==> src/verilog/aic_pkg.sv <==
// Shared constants, types and helpers for the adapter I/O and I2C configuration block
package aic_pkg;

	localparam int         NUM_PORTS   = 2;
	localparam int         LINES       = 8;
	localparam int         PORT_W      = 1;
	localparam int         I2C_PORTS   = 2;
	localparam int         RATE_W      = 12;

	localparam logic [PORT_W-1:0] PORT_RST    = 1'h0;
	localparam logic [PORT_W-1:0] I2C_PORT_RST = 1'h0;
	localparam logic [LINES-1:0]  DIR_RST     = 8'h00;
	localparam logic [15:0]       TIMEOUT_RST = 16'h7530;
	localparam logic [RATE_W-1:0] RATE_RST    = 12'h064;
	localparam logic [RATE_W-1:0] HS_RATE_RST = 12'h6a4;
	localparam logic [4:0]        TEN_BIT_HDR = 5'h1e;
	localparam logic              HAS_PULLUP  = 1'h1;

	// Supported standard rates in kHz, ascending
	localparam int                RATE_N = 4;
	localparam logic [RATE_W-1:0] RATE_TBL [RATE_N] = '{12'h064, 12'h0fa, 12'h190, 12'h3e8};

	localparam int CLK_PERIOD_NS = 100;
	localparam int MS_NS         = 1000000;
	localparam int CYC_PER_MS    = MS_NS / CLK_PERIOD_NS;

	typedef enum logic [2:0] {VSEL_3V3, VSEL_2V5, VSEL_1V8, VSEL_1V5, VSEL_1V2} aic_vsel_t;
	localparam logic [2:0] VSEL_COUNT = 3'h5;

	typedef enum logic {DRV_PUSH_PULL, DRV_OPEN_DRAIN} aic_drv_t;
	typedef enum logic {ADDR_7BIT, ADDR_10BIT} aic_addr_t;

	// Returns {error, warning, rate}: largest supported rate not above the request
	function automatic logic [RATE_W+1:0] rate_fit(input logic [RATE_W-1:0] req);
		logic              found;
		logic [RATE_W-1:0] rate;
		found = 1'b0;
		rate  = RATE_TBL[0];
		for (int i = 0; i < RATE_N; i++) begin
			if (RATE_TBL[i] <= req) begin
				found = 1'b1;
				rate  = RATE_TBL[i];
			end
		end
		return {!found, found && (rate != req), rate};
	endfunction

endpackage

==> src/verilog/aic_port_if.sv <==
// Per-port DIO settings carried from the configuration core to a pin driver
`timescale 1ns/1ns
interface aic_port_if import aic_pkg::*; ();
	logic [LINES-1:0] dir;
	aic_drv_t         style;
	aic_vsel_t        vsel;
	logic [LINES-1:0] value;

	modport cfg (output dir, output style, output vsel, output value);
	modport drv (input dir, input style, input vsel, input value);
endinterface

==> src/verilog/aic_pin_drv.sv <==
// Registered pin driver for one DIO port
`timescale 1ns/1ns
module aic_pin_drv
	import aic_pkg::*;
(
	input  wire logic         clk,
	input  wire logic         sys_rst,
	aic_port_if.drv           cfg,
	output logic [LINES-1:0]  pin_out,
	output logic [LINES-1:0]  pin_oe,
	output logic [2:0]        pin_level
);

	always_ff @(posedge clk) begin
		if (sys_rst) begin
			pin_out   <= '0;
			pin_oe    <= '0;
			pin_level <= VSEL_3V3;
		end else begin
			// RULE_18: inputs never drive
			// RULE_19: open drain releases high
			for (int i = 0; i < LINES; i++) begin
				pin_oe[i]  <= cfg.dir[i] && (cfg.style == DRV_PUSH_PULL || !cfg.value[i]);
				pin_out[i] <= (cfg.style == DRV_PUSH_PULL) && cfg.value[i];
			end
			// RULE_04: high level follows voltage
			pin_level <= cfg.vsel;
		end
	end

	a_input_no_drive: assert property (@(posedge clk) disable iff (sys_rst)
		!cfg.dir[0] |=> !pin_oe[0]) // RULE_18
		else $error("input line 0 drives its pin");

	a_od_release_high: assert property (@(posedge clk) disable iff (sys_rst)
		cfg.style == DRV_OPEN_DRAIN && cfg.value[0] |=> !pin_oe[0] && !pin_out[0]) // RULE_19
		else $error("open-drain line 0 drives high");

endmodule

==> src/verilog/aic_config.sv <==
// Adapter DIO, voltage, pull-up, timeout and I2C master configuration core
// Contract
// RULE_01: Active port selector picks target of direction and style writes; resets to 0.
// RULE_02: Single-port device: controller selects only port 0.
// RULE_03: Each port offers open-drain or push-pull style; push-pull after reset.
// RULE_04: Push-pull high level follows the selected I/O voltage.
// RULE_05: Direction bitmap bit x high makes line x an output, low an input.
// RULE_06: Direction bitmap resets to zero, all lines inputs.
// RULE_07: One voltage code (3.3 to 1.2 V) for all interfaces; 3.3 V at reset.
// RULE_08: One control switches both I2C pull-ups together where present.
// RULE_09: Global millisecond timeout, reset 30000, abandons operations.
// RULE_10: Controller should set timeout above expected operation time.
// RULE_11: I2C port index selects transfer port; resets to 0.
// RULE_12: Unsupported rate falls back to next lower supported rate with warning.
// RULE_13: Rate below lowest supported is rejected with an error.
// RULE_14: High-speed master code goes out at the standard rate.
// RULE_15: Standard I2C rate is 100 kHz after reset.
// RULE_16: 7-bit mode sends 7-bit address then direction bit.
// RULE_17: 10-bit mode uses extended addressing; 7-bit is the reset choice.
// RULE_18: An input line never drives its pin.
// RULE_19: Open-drain output driving high releases the pin.
`timescale 1ns/1ns
module aic_config
	import aic_pkg::*;
#(
	parameter int MS_CYCLES = CYC_PER_MS
)(
	input  wire logic                   clk,
	input  wire logic                   sys_rst,
	input  wire logic                   port_sel_wr,
	input  wire logic [PORT_W-1:0]      port_sel_data,
	input  wire logic                   style_wr,
	input  wire logic                   style_data,
	input  wire logic                   dir_wr,
	input  wire logic [LINES-1:0]       dir_data,
	input  wire logic [NUM_PORTS*LINES-1:0] dio_value,
	input  wire logic                   vsel_wr,
	input  wire logic [2:0]             vsel_data,
	input  wire logic                   pullup_wr,
	input  wire logic                   pullup_data,
	input  wire logic                   timeout_wr,
	input  wire logic [15:0]            timeout_data,
	input  wire logic                   op_busy,
	input  wire logic                   i2c_port_wr,
	input  wire logic [PORT_W-1:0]      i2c_port_data,
	input  wire logic                   rate_wr,
	input  wire logic [RATE_W-1:0]      rate_data,
	input  wire logic                   hs_enable,
	input  wire logic                   hs_code_phase,
	input  wire logic                   addr_size_wr,
	input  wire logic                   addr_size_data,
	input  wire logic                   addr_load,
	input  wire logic [9:0]             slave_addr,
	input  wire logic                   dir_read,
	output logic [PORT_W-1:0]           active_port_select,
	output logic                        output_driver_style,
	output logic [LINES-1:0]            line_direction_bitmap,
	output logic [NUM_PORTS*LINES-1:0]  dio_out,
	output logic [NUM_PORTS*LINES-1:0]  dio_oe,
	output logic [NUM_PORTS*3-1:0]      dio_level,
	output logic [2:0]                  io_vsel,
	output logic                        i2c_pullup_en,
	output logic [15:0]                 timeout_ms,
	output logic                        op_timeout,
	output logic [PORT_W-1:0]           i2c_port,
	output logic [RATE_W-1:0]           i2c_rate_khz,
	output logic [RATE_W-1:0]           i2c_bus_rate_khz,
	output logic                        rate_warn,
	output logic                        rate_err,
	output logic                        cfg_err,
	output logic                        addr_mode,
	output logic [7:0]                  addr_byte0,
	output logic [7:0]                  addr_byte1,
	output logic                        addr_two_bytes
);

	aic_drv_t          style_q [NUM_PORTS];
	logic [LINES-1:0]  dir_q   [NUM_PORTS];
	logic [RATE_W+1:0] fit;
	logic [15:0]       cyc_cnt;
	logic [15:0]       ms_cnt;
	logic              fired;

	assign fit = rate_fit(rate_data);

	// RULE_01: port selector, out-of-range refused
	always_ff @(posedge clk) begin
		if (sys_rst) begin
			active_port_select <= PORT_RST;
		end else if (port_sel_wr && int'(port_sel_data) < NUM_PORTS) begin
			active_port_select <= port_sel_data;
		end
	end

	// RULE_03: per-port style, push-pull at reset
	// RULE_05: direction map per port
	// RULE_06: direction clears at reset
	always_ff @(posedge clk) begin
		if (sys_rst) begin
			for (int p = 0; p < NUM_PORTS; p++) begin
				style_q[p] <= DRV_PUSH_PULL;
				dir_q[p]   <= DIR_RST;
			end
		end else begin
			if (style_wr) begin
				style_q[active_port_select] <= aic_drv_t'(style_data);
			end
			if (dir_wr) begin
				dir_q[active_port_select] <= dir_data;
			end
		end
	end

	// Read-back lags a write by one cycle
	always_ff @(posedge clk) begin
		if (sys_rst) begin
			output_driver_style   <= DRV_PUSH_PULL;
			line_direction_bitmap <= DIR_RST;
		end else begin
			output_driver_style   <= style_q[active_port_select];
			line_direction_bitmap <= dir_q[active_port_select];
		end
	end

	// RULE_07: one shared voltage code, invalid codes refused
	always_ff @(posedge clk) begin
		if (sys_rst) begin
			io_vsel <= VSEL_3V3;
		end else if (vsel_wr && vsel_data < VSEL_COUNT) begin
			io_vsel <= vsel_data;
		end
	end

	// RULE_08: both pull-ups share one switch
	always_ff @(posedge clk) begin
		if (sys_rst) begin
			i2c_pullup_en <= 1'b0;
		end else if (pullup_wr) begin
			i2c_pullup_en <= pullup_data && HAS_PULLUP;
		end
	end

	always_ff @(posedge clk) begin
		if (sys_rst) begin
			cfg_err <= 1'b0;
		end else begin
			cfg_err <= (port_sel_wr && int'(port_sel_data) >= NUM_PORTS)
				|| (vsel_wr && vsel_data >= VSEL_COUNT)
				|| (i2c_port_wr && int'(i2c_port_data) >= I2C_PORTS);
		end
	end

	always_ff @(posedge clk) begin
		if (sys_rst) begin
			timeout_ms <= TIMEOUT_RST;
		end else if (timeout_wr) begin
			timeout_ms <= timeout_data;
		end
	end

	// RULE_09: elapsed time only counts while busy; fires once per operation
	always_ff @(posedge clk) begin
		if (sys_rst || !op_busy) begin
			cyc_cnt    <= '0;
			ms_cnt     <= '0;
			fired      <= 1'b0;
			op_timeout <= 1'b0;
		end else begin
			op_timeout <= !fired && ms_cnt >= timeout_ms;
			if (ms_cnt >= timeout_ms) begin
				fired <= 1'b1;
			end
			if (cyc_cnt == 16'(MS_CYCLES - 1)) begin
				cyc_cnt <= '0;
				if (ms_cnt != 16'hffff) begin
					ms_cnt <= ms_cnt + 16'h0001;
				end
			end else begin
				cyc_cnt <= cyc_cnt + 16'h0001;
			end
		end
	end

	// RULE_11: I2C port index, resets to 0
	always_ff @(posedge clk) begin
		if (sys_rst) begin
			i2c_port <= I2C_PORT_RST;
		end else if (i2c_port_wr && int'(i2c_port_data) < I2C_PORTS) begin
			i2c_port <= i2c_port_data;
		end
	end

	// RULE_12: fall back with warning
	// RULE_13: too-low request keeps old rate
	// RULE_15: 100 kHz after reset
	always_ff @(posedge clk) begin
		if (sys_rst) begin
			i2c_rate_khz <= RATE_RST;
			rate_warn    <= 1'b0;
			rate_err     <= 1'b0;
		end else begin
			rate_warn <= rate_wr && fit[RATE_W];
			rate_err  <= rate_wr && fit[RATE_W+1];
			if (rate_wr && !fit[RATE_W+1]) begin
				i2c_rate_khz <= fit[RATE_W-1:0];
			end
		end
	end

	// RULE_14: master code phase uses the standard rate
	always_ff @(posedge clk) begin
		if (sys_rst) begin
			i2c_bus_rate_khz <= RATE_RST;
		end else begin
			i2c_bus_rate_khz <= (hs_enable && !hs_code_phase) ? HS_RATE_RST : i2c_rate_khz;
		end
	end

	// RULE_17: 7-bit addressing at reset
	always_ff @(posedge clk) begin
		if (sys_rst) begin
			addr_mode <= ADDR_7BIT;
		end else if (addr_size_wr) begin
			addr_mode <= addr_size_data;
		end
	end

	// RULE_16: 7-bit address then direction
	// RULE_17: 10-bit header byte then low address byte
	always_ff @(posedge clk) begin
		if (sys_rst) begin
			addr_byte0     <= 8'h00;
			addr_byte1     <= 8'h00;
			addr_two_bytes <= 1'b0;
		end else if (addr_load) begin
			if (addr_mode == ADDR_10BIT) begin
				addr_byte0     <= {TEN_BIT_HDR, slave_addr[9:8], dir_read};
				addr_byte1     <= slave_addr[7:0];
				addr_two_bytes <= 1'b1;
			end else begin
				addr_byte0     <= {slave_addr[6:0], dir_read};
				addr_byte1     <= 8'h00;
				addr_two_bytes <= 1'b0;
			end
		end
	end

	for (genvar g = 0; g < NUM_PORTS; g++) begin : g_port
		aic_port_if pif ();
		assign pif.dir   = dir_q[g];
		assign pif.style = style_q[g];
		assign pif.vsel  = aic_vsel_t'(io_vsel);
		assign pif.value = dio_value[g*LINES +: LINES];
		aic_pin_drv u_drv (
			.clk       (clk),
			.sys_rst   (sys_rst),
			.cfg       (pif.drv),
			.pin_out   (dio_out[g*LINES +: LINES]),
			.pin_oe    (dio_oe[g*LINES +: LINES]),
			.pin_level (dio_level[g*3 +: 3])
		);
	end

	a_port_select_load: assert property (@(posedge clk) disable iff (sys_rst)
		port_sel_wr && int'(port_sel_data) < NUM_PORTS |=> active_port_select == $past(port_sel_data)) // RULE_01
		else $error("active port not loaded");
	a_style_reset_pp: assert property (@(posedge clk) disable iff (sys_rst)
		$fell(sys_rst) |-> style_q[0] == DRV_PUSH_PULL && style_q[1] == DRV_PUSH_PULL) // RULE_03
		else $error("driver style not push-pull after reset");
	a_dir_reset_zero: assert property (@(posedge clk) disable iff (sys_rst)
		$fell(sys_rst) |-> dir_q[0] == DIR_RST && dir_q[1] == DIR_RST && io_vsel == VSEL_3V3) // RULE_06
		else $error("direction or voltage wrong after reset");
	a_dir_write_port: assert property (@(posedge clk) disable iff (sys_rst)
		dir_wr |=> dir_q[$past(active_port_select)] == $past(dir_data)) // RULE_05
		else $error("direction map not written to active port");
	a_vsel_reject: assert property (@(posedge clk) disable iff (sys_rst)
		vsel_wr && vsel_data >= VSEL_COUNT |=> $stable(io_vsel) && cfg_err) // RULE_07
		else $error("invalid voltage code accepted");
	a_timeout_idle: assert property (@(posedge clk) disable iff (sys_rst)
		!op_busy |=> !op_timeout ##1 (op_busy || !op_timeout)) // RULE_09
		else $error("timeout while idle");
	a_rate_fallback: assert property (@(posedge clk) disable iff (sys_rst)
		rate_wr && fit[RATE_W] |=> rate_warn && i2c_rate_khz < $past(rate_data)) // RULE_12
		else $error("rate fallback missing");
	a_rate_too_low: assert property (@(posedge clk) disable iff (sys_rst)
		rate_wr && rate_data < RATE_TBL[0] |=> rate_err && $stable(i2c_rate_khz)) // RULE_13
		else $error("too-low rate not rejected");
	a_code_std_rate: assert property (@(posedge clk) disable iff (sys_rst)
		hs_enable && hs_code_phase |=> i2c_bus_rate_khz == $past(i2c_rate_khz)) // RULE_14
		else $error("master code not at standard rate");
	a_addr_seven: assert property (@(posedge clk) disable iff (sys_rst)
		addr_load && addr_mode == ADDR_7BIT
		|=> addr_byte0 == {$past(slave_addr[6:0]), $past(dir_read)} && !addr_two_bytes) // RULE_16
		else $error("7-bit address byte wrong");

endmodule

==> config.mk <==
export PLATFORM = sky130hd
export DESIGN_NAME = aic_config
export DESIGN_NICKNAME = d
export VERILOG_FILES = /design/src/verilog/aic_pkg.sv /design/src/verilog/aic_port_if.sv /design/src/verilog/aic_pin_drv.sv /design/src/verilog/aic_config.sv
export SDC_FILE = /design/constraint.sdc
export NUM_CORES = 1
export LEC_CHECK = 0
export ABC_AREA = 1
export CAP_MARGIN = 30
export CORE_ASPECT_RATIO = 0.9
export CORE_MARGIN = 2
export CORE_UTILIZATION = 25
export DETAILED_ROUTE_END_ITERATION = 8
export DONT_BUFFER_PORTS = 1
export PLACE_DENSITY = 0.44
export REMOVE_ABC_BUFFERS = 1
export SYNTH_ARGS = -nofsm -noshare
export SYNTH_HDL_FRONTEND = slang
export SYNTH_SLANG_ARGS = --single-unit
==> constraint.sdc <==
create_clock -name clk -period 3.2 [get_ports clk]
set_clock_uncertainty 0.1 [all_clocks]
set_input_delay 0.64 -clock clk [delete_from_list [all_inputs] [get_ports clk]]
set_output_delay 0.64 -clock clk [all_outputs]
set_load 0.02 [all_outputs]
==> qor.txt, run 1 <==
RUN STATUS
--------------------------------------------------------------------------------------
Status                                                                    finished clean

PLACEMENT
--------------------------------------------------------------------------------------
Number of placed cells counting well taps                                         1144
RD Place Congestion                                                              0.821
Final HPWL from detailed placement                                            13100 um
Number of buffers added on ports                                                     0

TIMING
--------------------------------------------------------------------------------------
Final setup viols                                                                    0
Final worst-path cycle share                                                     0.605
Hold Worst Slack                                                                173 ps
Max-Slew Margin vs Limit                                                         0.576
F_max                                                                          516 MHz
Setup TNS                                                                         0 ps
Setup repair after global routing missed its margin                              false
Number of slew-limit violations in the final report                                  0
Slew at the pin closest to its max-slew limit                                   635 ps
Time the final worst path needs with I/O delays and setup                      1940 ps
Count of final hold-check violations                                                 0

ROUTE
--------------------------------------------------------------------------------------
Via/cell ratio                                                                    4.36
Number of detailed-routing iterations run before antenna repair                      4
First-iteration detailed-routing DRC count                                         268
Post-route antenna net violation count                                               0
DRT Wirelength                                                                17500 um
Average routed wire per standard cell                                          14.9 um
Number of remaining DRC errors                                                       0
Total number of vias                                                              5128

LOGIC SYNTHESIS
--------------------------------------------------------------------------------------
Share of flip-flops with an asynchronous set or reset                                0
Most used DFF post-synth                                                  sky130_fd_sc_hd__dfxtp_1
Post-Syn Area per Cell                                                        8.05 um2
Number of storage elements in the synthesis netlist                                157
Sequential-to-total area share from yosys stat                                   0.502
Cell taking the most area after synthesis                                 sky130_fd_sc_hd__dfxtp_1
Post-synth EDFFs                                                                    18
Netlist area before placement                                                 6620 um2
Biggest area contributors in the synthesized netlist                      sky130_fd_sc_hd__dfxtp_1, sky130_fd_sc_hd__edfxtp_1, sky130_fd_sc_hd__nand2_1
Count of synthesis-stage warnings from yosys                                         0
Number of distinct standard cells referenced by the synthesized netlist             40
Area share of the largest cell type after synthesis                              0.420
Number of instances in the synthesized netlist                                     823

SETUP PATH
--------------------------------------------------------------------------------------
Reg-to-reg startpoint                                                     timeout_ms[15]
Critical path cell sequence                                               inv_1 > ha_1 > nand2_1 > inv_1 > nand3_1 > nor3_1 > nand3_1 > nand3_1 > nand2_1 > nor2_1
Maximum cell stage delay along the critical path                                470 ps
FF-to-FF setup slack                                                           1260 ps
Critical-path maximum fanout                                                         2
Type of the worst setup path                                                   reg2reg
Kind of end point of the critical path                                            flop
Count of cell instances traversed by the critical path                              10
CP dominant cell by count                                                 sky130_fd_sc_hd__nand3_1
Data required time of the worst path                                           3460 ps
Reg2reg path depth                                                                  10
Top cell family by delay on the critical path                             simple AND/OR/NAND/NOR gates
Buf+Inv Stages, Crit Path                                                            2
CP max-delay cell                                                         sky130_fd_sc_hd__dfxtp_1
Crit path arrival time                                                         2200 ps
Sort of element at the start of the critical path                                 flop
Capture point of the critical path                                          op_timeout
Endpoint of the worst-slack reg-to-reg timing path                          op_timeout
Launch point of the worst path                                            timeout_ms[15]

LAYOUT
--------------------------------------------------------------------------------------
Finished Layout Cells                                                             1176
P&R area growth vs syn                                                           13.2%
Fraction of layout cells with a size suffix above 1                              0.100
Layout net count                                                                   919
Diodes inserted                                                                      0

CTS
--------------------------------------------------------------------------------------
H-Tree Depth                                                                         4
Resized Gates After CTS                                                              0
Clock transition at the registers of the reported paths                          70 ps
Number of sinks handled by clock tree synthesis                                    157
Largest buffer count on any clock path                                               2
Count of hold buffers inserted by post-cts repair                                    0
Clock tree from TritonCTS                                                         done
Total setup buffers inserted after CTS                                               0
Worst skew pair latency                                                         430 ps
Root buffer selected by CTS                                               sky130_fd_sc_hd__clkbuf_16
Cts bufs inserted                                                                   17

POWER AND IR DROP
--------------------------------------------------------------------------------------
Int Pwr                                                                        3.30 mW
Reg power frac                                                                   0.497
Maximum resistive drop on vdd                                               0.000346 V
Areal power density over the cells                                          602 nW/um2
Switch Pwr                                                                     1.21 mW
Static leakage                                                                 3.19 nW
Share of total power in the clock network                                        0.456
Combinational share of power                                                     0.047
Switching power as a share of total power                                        0.269

GLOBAL ROUTING
--------------------------------------------------------------------------------------
Pin count of the biggest net entering global routing                                33
Overall Global Routing Usage                                                     0.129
Global route total overflow                                                          0
Vias in the first global route                                                    5067
Number of antenna violations at the first check in global routing                    0
Wire length of the first global-routing pass                                  27800 um

FLOORPLAN
--------------------------------------------------------------------------------------
Starting density of the core                                                     0.254
Core Region                                                                  26100 um2
Die W                                                                           176 um
Count of pins on the block boundary                                                201
Die area                                                                     27800 um2
Cell row count                                                                      56
Die height                                                                      158 um

RUN
--------------------------------------------------------------------------------------
MaxCap Viol Count                                                                    0

MIN PATH
--------------------------------------------------------------------------------------
Kind of path behind the tightest hold check                                     in2reg

==> flip-flops by register name (all words and copies together) (netlist names), 2 cells and up <==
name and cells:
addr_byte1 8, line_direction_bitmap 8, g_port.u_drv.pin_oe 16, style_q 2
i2c_bus_rate_khz 10, cyc_cnt 16, timeout_ms 16, ms_cnt 16
dir_q 16, io_vsel 3, addr_byte0 8, g_port.u_drv.pin_level 3
i2c_rate_khz 8, g_port.u_drv.pin_out 16
==> cell usage after synthesis, drive strengths merged (2+ instances only) <==
cell type and n:
nor3 18, o21ai 45, or2 2, inv 105
nand2 149, buf 16, nand4 9, nand3 57
ha 18, nor2 119, clkbuf 19, a21oi 80
xor2 7, o221a 4, dfxtp 139, o211ai 2
edfxtp 18, xnor2 9
==> metrics by stage <==
step	total power, mW	setup WS [ps]	cell area [um2]	utilization
floorplan	2.42	773	6430	-
global placement	2.50	1200	6900	0.265
detailed placement	2.50	1210	6900	0.265
CTS	4.58	1180	7490	0.287
global route	4.71	1040	7490	0.287
finish	4.51	1260	7490	0.287
==> worst reg2reg max path, delay by kind of cell (launching register included) <==
| kind | cells | cell delay [ps] |
|---|---|---|
| adder cells (fa/ha/maj) | 1 | 310 |
| buffers and inverters | 2 | 180 |
| flip-flops | 1 | 470 |
| AND/OR/NAND/NOR | 7 | 820 |
==> per-layer routing <==
layer / track usage / wire, um / vias to the layer above
met1: 0.168 / 8400 / 2299
met3: 0.0411 / 1260 / 24
met4: 0.0512 / 362 / 0
met2: 0.199 / 7490 / 183
li1: - / - / 2622
met5: 0 / 0 / -
==> power groups by stage <==
| stage | Sequential [mW] | Clock (mW) | Combinational (mW) |
|---|---|---|---|
| final | 2.24 | 2.06 | 0.210 |
| after global routing | 2.25 | 2.20 | 0.249 |
| after CTS | 2.24 | 2.12 | 0.214 |
| after detailed placement | 2.29 | 0 | 0.213 |
| after global placement | 2.29 | 0 | 0.210 |
| after floorplan | 2.26 | 0 | 0.158 |
==> how the worst min path moves through the flow <==
stage	startpoint	cells after the start	to	slack, ps
final	sys_rst	1	i2c_rate_khz[8]	170
after global routing	sys_rst	1	i2c_rate_khz[8]	150
after CTS	sys_rst	1	i2c_rate_khz[8]	150
after detailed placement	fired	1	op_timeout	320
after global placement	fired	1	op_timeout	320
after floorplan	fired	1	op_timeout	290
==> kinds of logic (layout without fill, tap and decap cells) <==
logic type,after synthesis,after routing,share of synthesized area
AO/OA/AOI/OAI,135,135,0.116
XOR/XNOR,16,16,0.0212
AND/OR/NAND/NOR,355,355,0.235
other,1,5,0.000566
adder cells (fa/ha/maj),18,18,0.0340
buffers and inverters,141,142,0.0915
flip-flops,157,157,0.502
==> cell type report <==
| type | instances | area, um2 |
|---|---|---|
| Fill cell | 2845 | 18600 |
| Sequential cell | 157 | 3320 |
| Multi-Input combinational cell | 529 | 2710 |
| Clock buffer | 18 | 450 |
| Tap cell | 348 | 435 |
| Inverter | 106 | 404 |
| Clock inverter | 14 | 143 |
| Timing Repair Buffer | 4 | 30.0 |
==> layout by cell type (no fill, tap or decap), types with 7 or more instances in the layout <==
| master | n |
|---|---|
| sky130_fd_sc_hd__a21oi_2 | 13 |
| sky130_fd_sc_hd__clkbuf_16 | 18 |
| sky130_fd_sc_hd__xor2_1 | 7 |
| sky130_fd_sc_hd__a21oi_1 | 67 |
| sky130_fd_sc_hd__nand3_1 | 56 |
| sky130_fd_sc_hd__nand4_1 | 9 |
| sky130_fd_sc_hd__nor2_1 | 116 |
| sky130_fd_sc_hd__inv_1 | 96 |
| sky130_fd_sc_hd__dfxtp_1 | 139 |
| sky130_fd_sc_hd__nor3_1 | 11 |
| sky130_fd_sc_hd__edfxtp_1 | 18 |
| sky130_fd_sc_hd__xnor2_1 | 9 |
| sky130_fd_sc_hd__nand2_1 | 143 |
| sky130_fd_sc_hd__inv_2 | 8 |
| sky130_fd_sc_hd__ha_1 | 18 |
| sky130_fd_sc_hd__o21ai_0 | 42 |
Note: power is estimated with default switching activity, not from simulation.
==> run 2: changes to the inputs <==
--- a/config.mk
+++ b/config.mk
@@ -5,7 +5,7 @@
 export SDC_FILE = /design/constraint.sdc
 export NUM_CORES = 1
 export LEC_CHECK = 0
-export ABC_AREA = 1
+export ABC_AREA = 0
 export CAP_MARGIN = 30
 export CORE_ASPECT_RATIO = 0.9
 export CORE_MARGIN = 2
==> constraint.sdc (replaced) <==
create_clock -name clk -period 1.9 [get_ports clk]
set_clock_uncertainty 0.1 [all_clocks]
set_input_delay 0.38 -clock clk [delete_from_list [all_inputs] [get_ports clk]]
set_output_delay 0.38 -clock clk [all_outputs]
set_load 0.02 [all_outputs]
==> qor.txt, run 2 <==
LOGIC SYNTHESIS
--------------------------------------------------------------------------------------
Number of distinct standard cells referenced by the synthesized netlist             57   +43%
Number of storage elements in the synthesis netlist                                157   unchanged
Number of instances in the synthesized netlist                                     649   -21%
Area share of the largest cell type after synthesis                              0.446   +0.0260
Biggest area contributors in the synthesized netlist                      sky130_fd_sc_hd__dfxtp_1, sky130_fd_sc_hd__edfxtp_1, sky130_fd_sc_hd__nor2_1
Library cell with the highest instance count after synthesis              sky130_fd_sc_hd__dfxtp_1
Synth cell count leaders                                                  sky130_fd_sc_hd__dfxtp_1, sky130_fd_sc_hd__nor2_1, sky130_fd_sc_hd__nand2_1
Count of synthesis-stage warnings from yosys                                         0   unchanged
Post-Syn Area per Cell                                                        9.61 um2   +19%
Cell taking the most area after synthesis                                 sky130_fd_sc_hd__dfxtp_1
Netlist area before placement                                                 6240 um2   -5.8%
Sequential-to-total area share from yosys stat                                   0.533   +0.0310
Post-synth EDFFs                                                                    18   unchanged
Most used DFF post-synth                                                  sky130_fd_sc_hd__dfxtp_1
Share of flip-flops with an asynchronous set or reset                                0   unchanged

LAYOUT
--------------------------------------------------------------------------------------
Finished Layout Cells                                                             1100   -6.5%
Commonest non-fill, non-tap cells in the layout                           sky130_fd_sc_hd__dfxtp_1, sky130_fd_sc_hd__nor2_1, sky130_fd_sc_hd__buf_4
Layout net count                                                                   854   -7.1%
Area taken by multi-input logic gates                                         2790 um2   +2.9%
P&R area growth vs syn                                                           31.9%
Final-layout fill cell count                                                      2483   -13%
Sequential standard cell area                                                 3340 um2   +0.45%
Most common library cell in the layout ignoring fill and taps             sky130_fd_sc_hd__dfxtp_1
Final cell area excluding filler cells                                        8230 um2   +9.8%
Fraction of layout cells with a size suffix above 1                              0.187   +0.0872

ROUTE
--------------------------------------------------------------------------------------
Met1 Wirelength                                                                7590 um   -9.6%
Number of remaining DRC errors                                                       0   unchanged
Via/cell ratio                                                                    4.38   +0.47%
Number of detailed-routing iterations run before antenna repair                      4   unchanged
Wire length on met2                                                            7670 um   +2.5%
Highest routed metal layer                                                        met4
Post-route antenna net violation count                                               0   unchanged
Average routed wire per standard cell                                          15.2 um   +2.3%
Met3 layer wire length in the routed design                                    1330 um   +6.0%
First-iteration detailed-routing DRC count                                         166   -38%
DRT Wirelength                                                                16700 um   -4.3%
Total number of vias                                                              4819   -6.0%

CTS
--------------------------------------------------------------------------------------
Clock transition at the registers of the reported paths                          70 ps   about the same
Cts bufs inserted                                                                   17   unchanged
Number of sinks handled by clock tree synthesis                                    157   unchanged
Clock tree from TritonCTS                                                         done
Largest buffer count on any clock path                                               2   unchanged
Root buffer selected by CTS                                               sky130_fd_sc_hd__clkbuf_16
Worst skew pair latency                                                         420 ps   about the same
H-Tree Depth                                                                         4   unchanged

FLOORPLAN
--------------------------------------------------------------------------------------
Cell row count                                                                      54   -3.6%
Die area                                                                     26200 um2   -5.7%
Die W                                                                           170 um   -2.9%
Starting density of the core                                                     0.256   +0.00164
Core Region                                                                  24400 um2   -6.4%
Die height                                                                      154 um   -2.9%
Count of pins on the block boundary                                                201   unchanged

SETUP PATH
--------------------------------------------------------------------------------------
Critical-path maximum fanout                                                         2   unchanged
Kind of end point of the critical path                                            flop
CP max-delay cell                                                         sky130_fd_sc_hd__dfxtp_2
Data required time of the worst path                                           2120 ps   -1340 ps
Crit path arrival time                                                         2120 ps   -80 ps
Top cell family by delay on the critical path                             compound AO/OA/AOI/OAI gates
Maximum cell stage delay along the critical path                                340 ps   -130 ps
Critical path cell sequence                                               inv_2 > ha_4 > a21o_1 > a21o_1 > a211o_1 > a221oi_2 > o21ai_1 > o21a_1
CP dominant cell by count                                                 sky130_fd_sc_hd__a21o_1
Sort of element at the start of the critical path                                 flop
Buf+Inv Stages, Crit Path                                                            1   -1
Type of the worst setup path                                                   reg2reg
FF-to-FF setup slack                                                              1 ps   -1260 ps

GLOBAL ROUTING
--------------------------------------------------------------------------------------
Wire length of the first global-routing pass                                  26000 um   -6.7%
Overall Global Routing Usage                                                     0.127   -0.00197
Vias in the first global route                                                    4941   -2.5%
Pin count of the biggest net entering global routing                                58   +76%
Number of antenna violations at the first check in global routing                    1   +1
Global route total overflow                                                          0   unchanged

TIMING
--------------------------------------------------------------------------------------
Number of slew-limit violations in the final report                                  0   unchanged
Count of final hold-check violations                                                 0   unchanged
Time the final worst path needs with I/O delays and setup                      1900 ps   -37.9 ps
Setup repair after global routing missed its margin                               true
Max-Slew Margin vs Limit                                                         0.600   +0.0243
Final setup viols                                                                    0   unchanged
Slew at the pin closest to its max-slew limit                                   598 ps   -37.5 ps
Hold Worst Slack                                                               17.9 ps   -155 ps
F_max                                                                          527 MHz   +2.0%
Final worst-path cycle share                                                     0.999   +0.394
Setup TNS                                                                         0 ps   unchanged
Final WS setup                                                                 1.22 ps   -1260 ps

PLACEMENT
--------------------------------------------------------------------------------------
Post-DP Area                                                                  7030 um2   +1.8%
Number of buffers added on ports                                                     0   unchanged
Number of placed cells counting well taps                                         1022   -11%
RD Place Congestion                                                              0.805   -1.9%
Worst Setup Slack post-DPL                                                     -247 ps   -1460 ps
Final HPWL from detailed placement                                            12300 um   -6.4%

RUN
--------------------------------------------------------------------------------------
MaxCap Viol Count                                                                    0   unchanged

RUN STATUS
--------------------------------------------------------------------------------------
Status                                                                    finished clean

POWER AND IR DROP
--------------------------------------------------------------------------------------
Areal power density over the cells                                          926 nW/um2   +54%
Static leakage                                                                 3.36 nW   +5.5%
Maximum resistive drop on vdd                                               0.000529 V   +53%

MIN PATH
--------------------------------------------------------------------------------------
Kind of path behind the tightest hold check                                     in2reg

-- run 2: cell types whose count changed after synthesis, moves of 9 or more --
cell                       previous run  this run
sky130_fd_sc_hd__inv_1               96        27
sky130_fd_sc_hd__a21oi_2             13         0
sky130_fd_sc_hd__nand3_1             56        16
sky130_fd_sc_hd__nor2_1             116        91
sky130_fd_sc_hd__o211ai_1             2        11
sky130_fd_sc_hd__and3_1               0        26
sky130_fd_sc_hd__nand2_1            143        62
sky130_fd_sc_hd__and2_1               0        33
sky130_fd_sc_hd__mux2i_1              0        26
sky130_fd_sc_hd__a22oi_1              0         9
sky130_fd_sc_hd__a21oi_1             67        13
sky130_fd_sc_hd__o21ai_0             42        12
-- run 2: kinds of logic after synthesis --
kind of cell | share of synthesized area
muxes | 0.0417
adders and majority gates | 0.0361
buffers and inverters | 0.0433
xor gates and xnor gates | 0.0337
DFF | 0.533
other | 0.000601
and+or+nand+nor | 0.229
AOI/OAI and AO/OA | 0.0825
-- run 2: cell type report --
cell class              count  share of cell area
inverters                  28              0.0128
repair buffers            111               0.120
flip-flops and latches    157               0.406
clock inverters            14              0.0178
multi-input cells         435               0.339
well taps                 336              0.0511
clock buffers              18              0.0534
diodes                      1            0.000304
-- run 2: worst paths after layout --
path,from,to,cells after the start
setup reg to reg,timeout_ms[7],fired,8
hold / removal,dir_read,addr_byte0[0],2
setup / recovery,timeout_ms[7],fired,8
hold reg to reg,fired,op_timeout,1
-- run 2: per-layer routing --
layer  vias up  global-route usage
met3        11              0.0463
met2       155               0.202
met5         -                   0
li1       2402                   -
met1      2251               0.159
met4         0              0.0427
-- run 2: through the flow --
step	power [mW]	utilization
after floorplan	4.03	-
after global placement	4.20	0.288
after detailed placement	4.21	0.288
after CTS	7.70	0.330
after global routing	7.95	0.337
final	7.62	0.337
-- run 2: timing repair --
action / CTS / global route
resized for setup: 16 / 25
hold buffers: 37 / 3
buffers inserted: 1 / 4
pin swaps: 5 / 11
hold endpoints to repair: 79 / 3
setup endpoints to repair: 6 / 18
-- run 2: power by group --
part	internal, mW	switching, mW	leakage, nW
clock	1.89	1.49	0.288
combinational	0.250	0.271	1.74
sequential	3.50	0.219	1.33
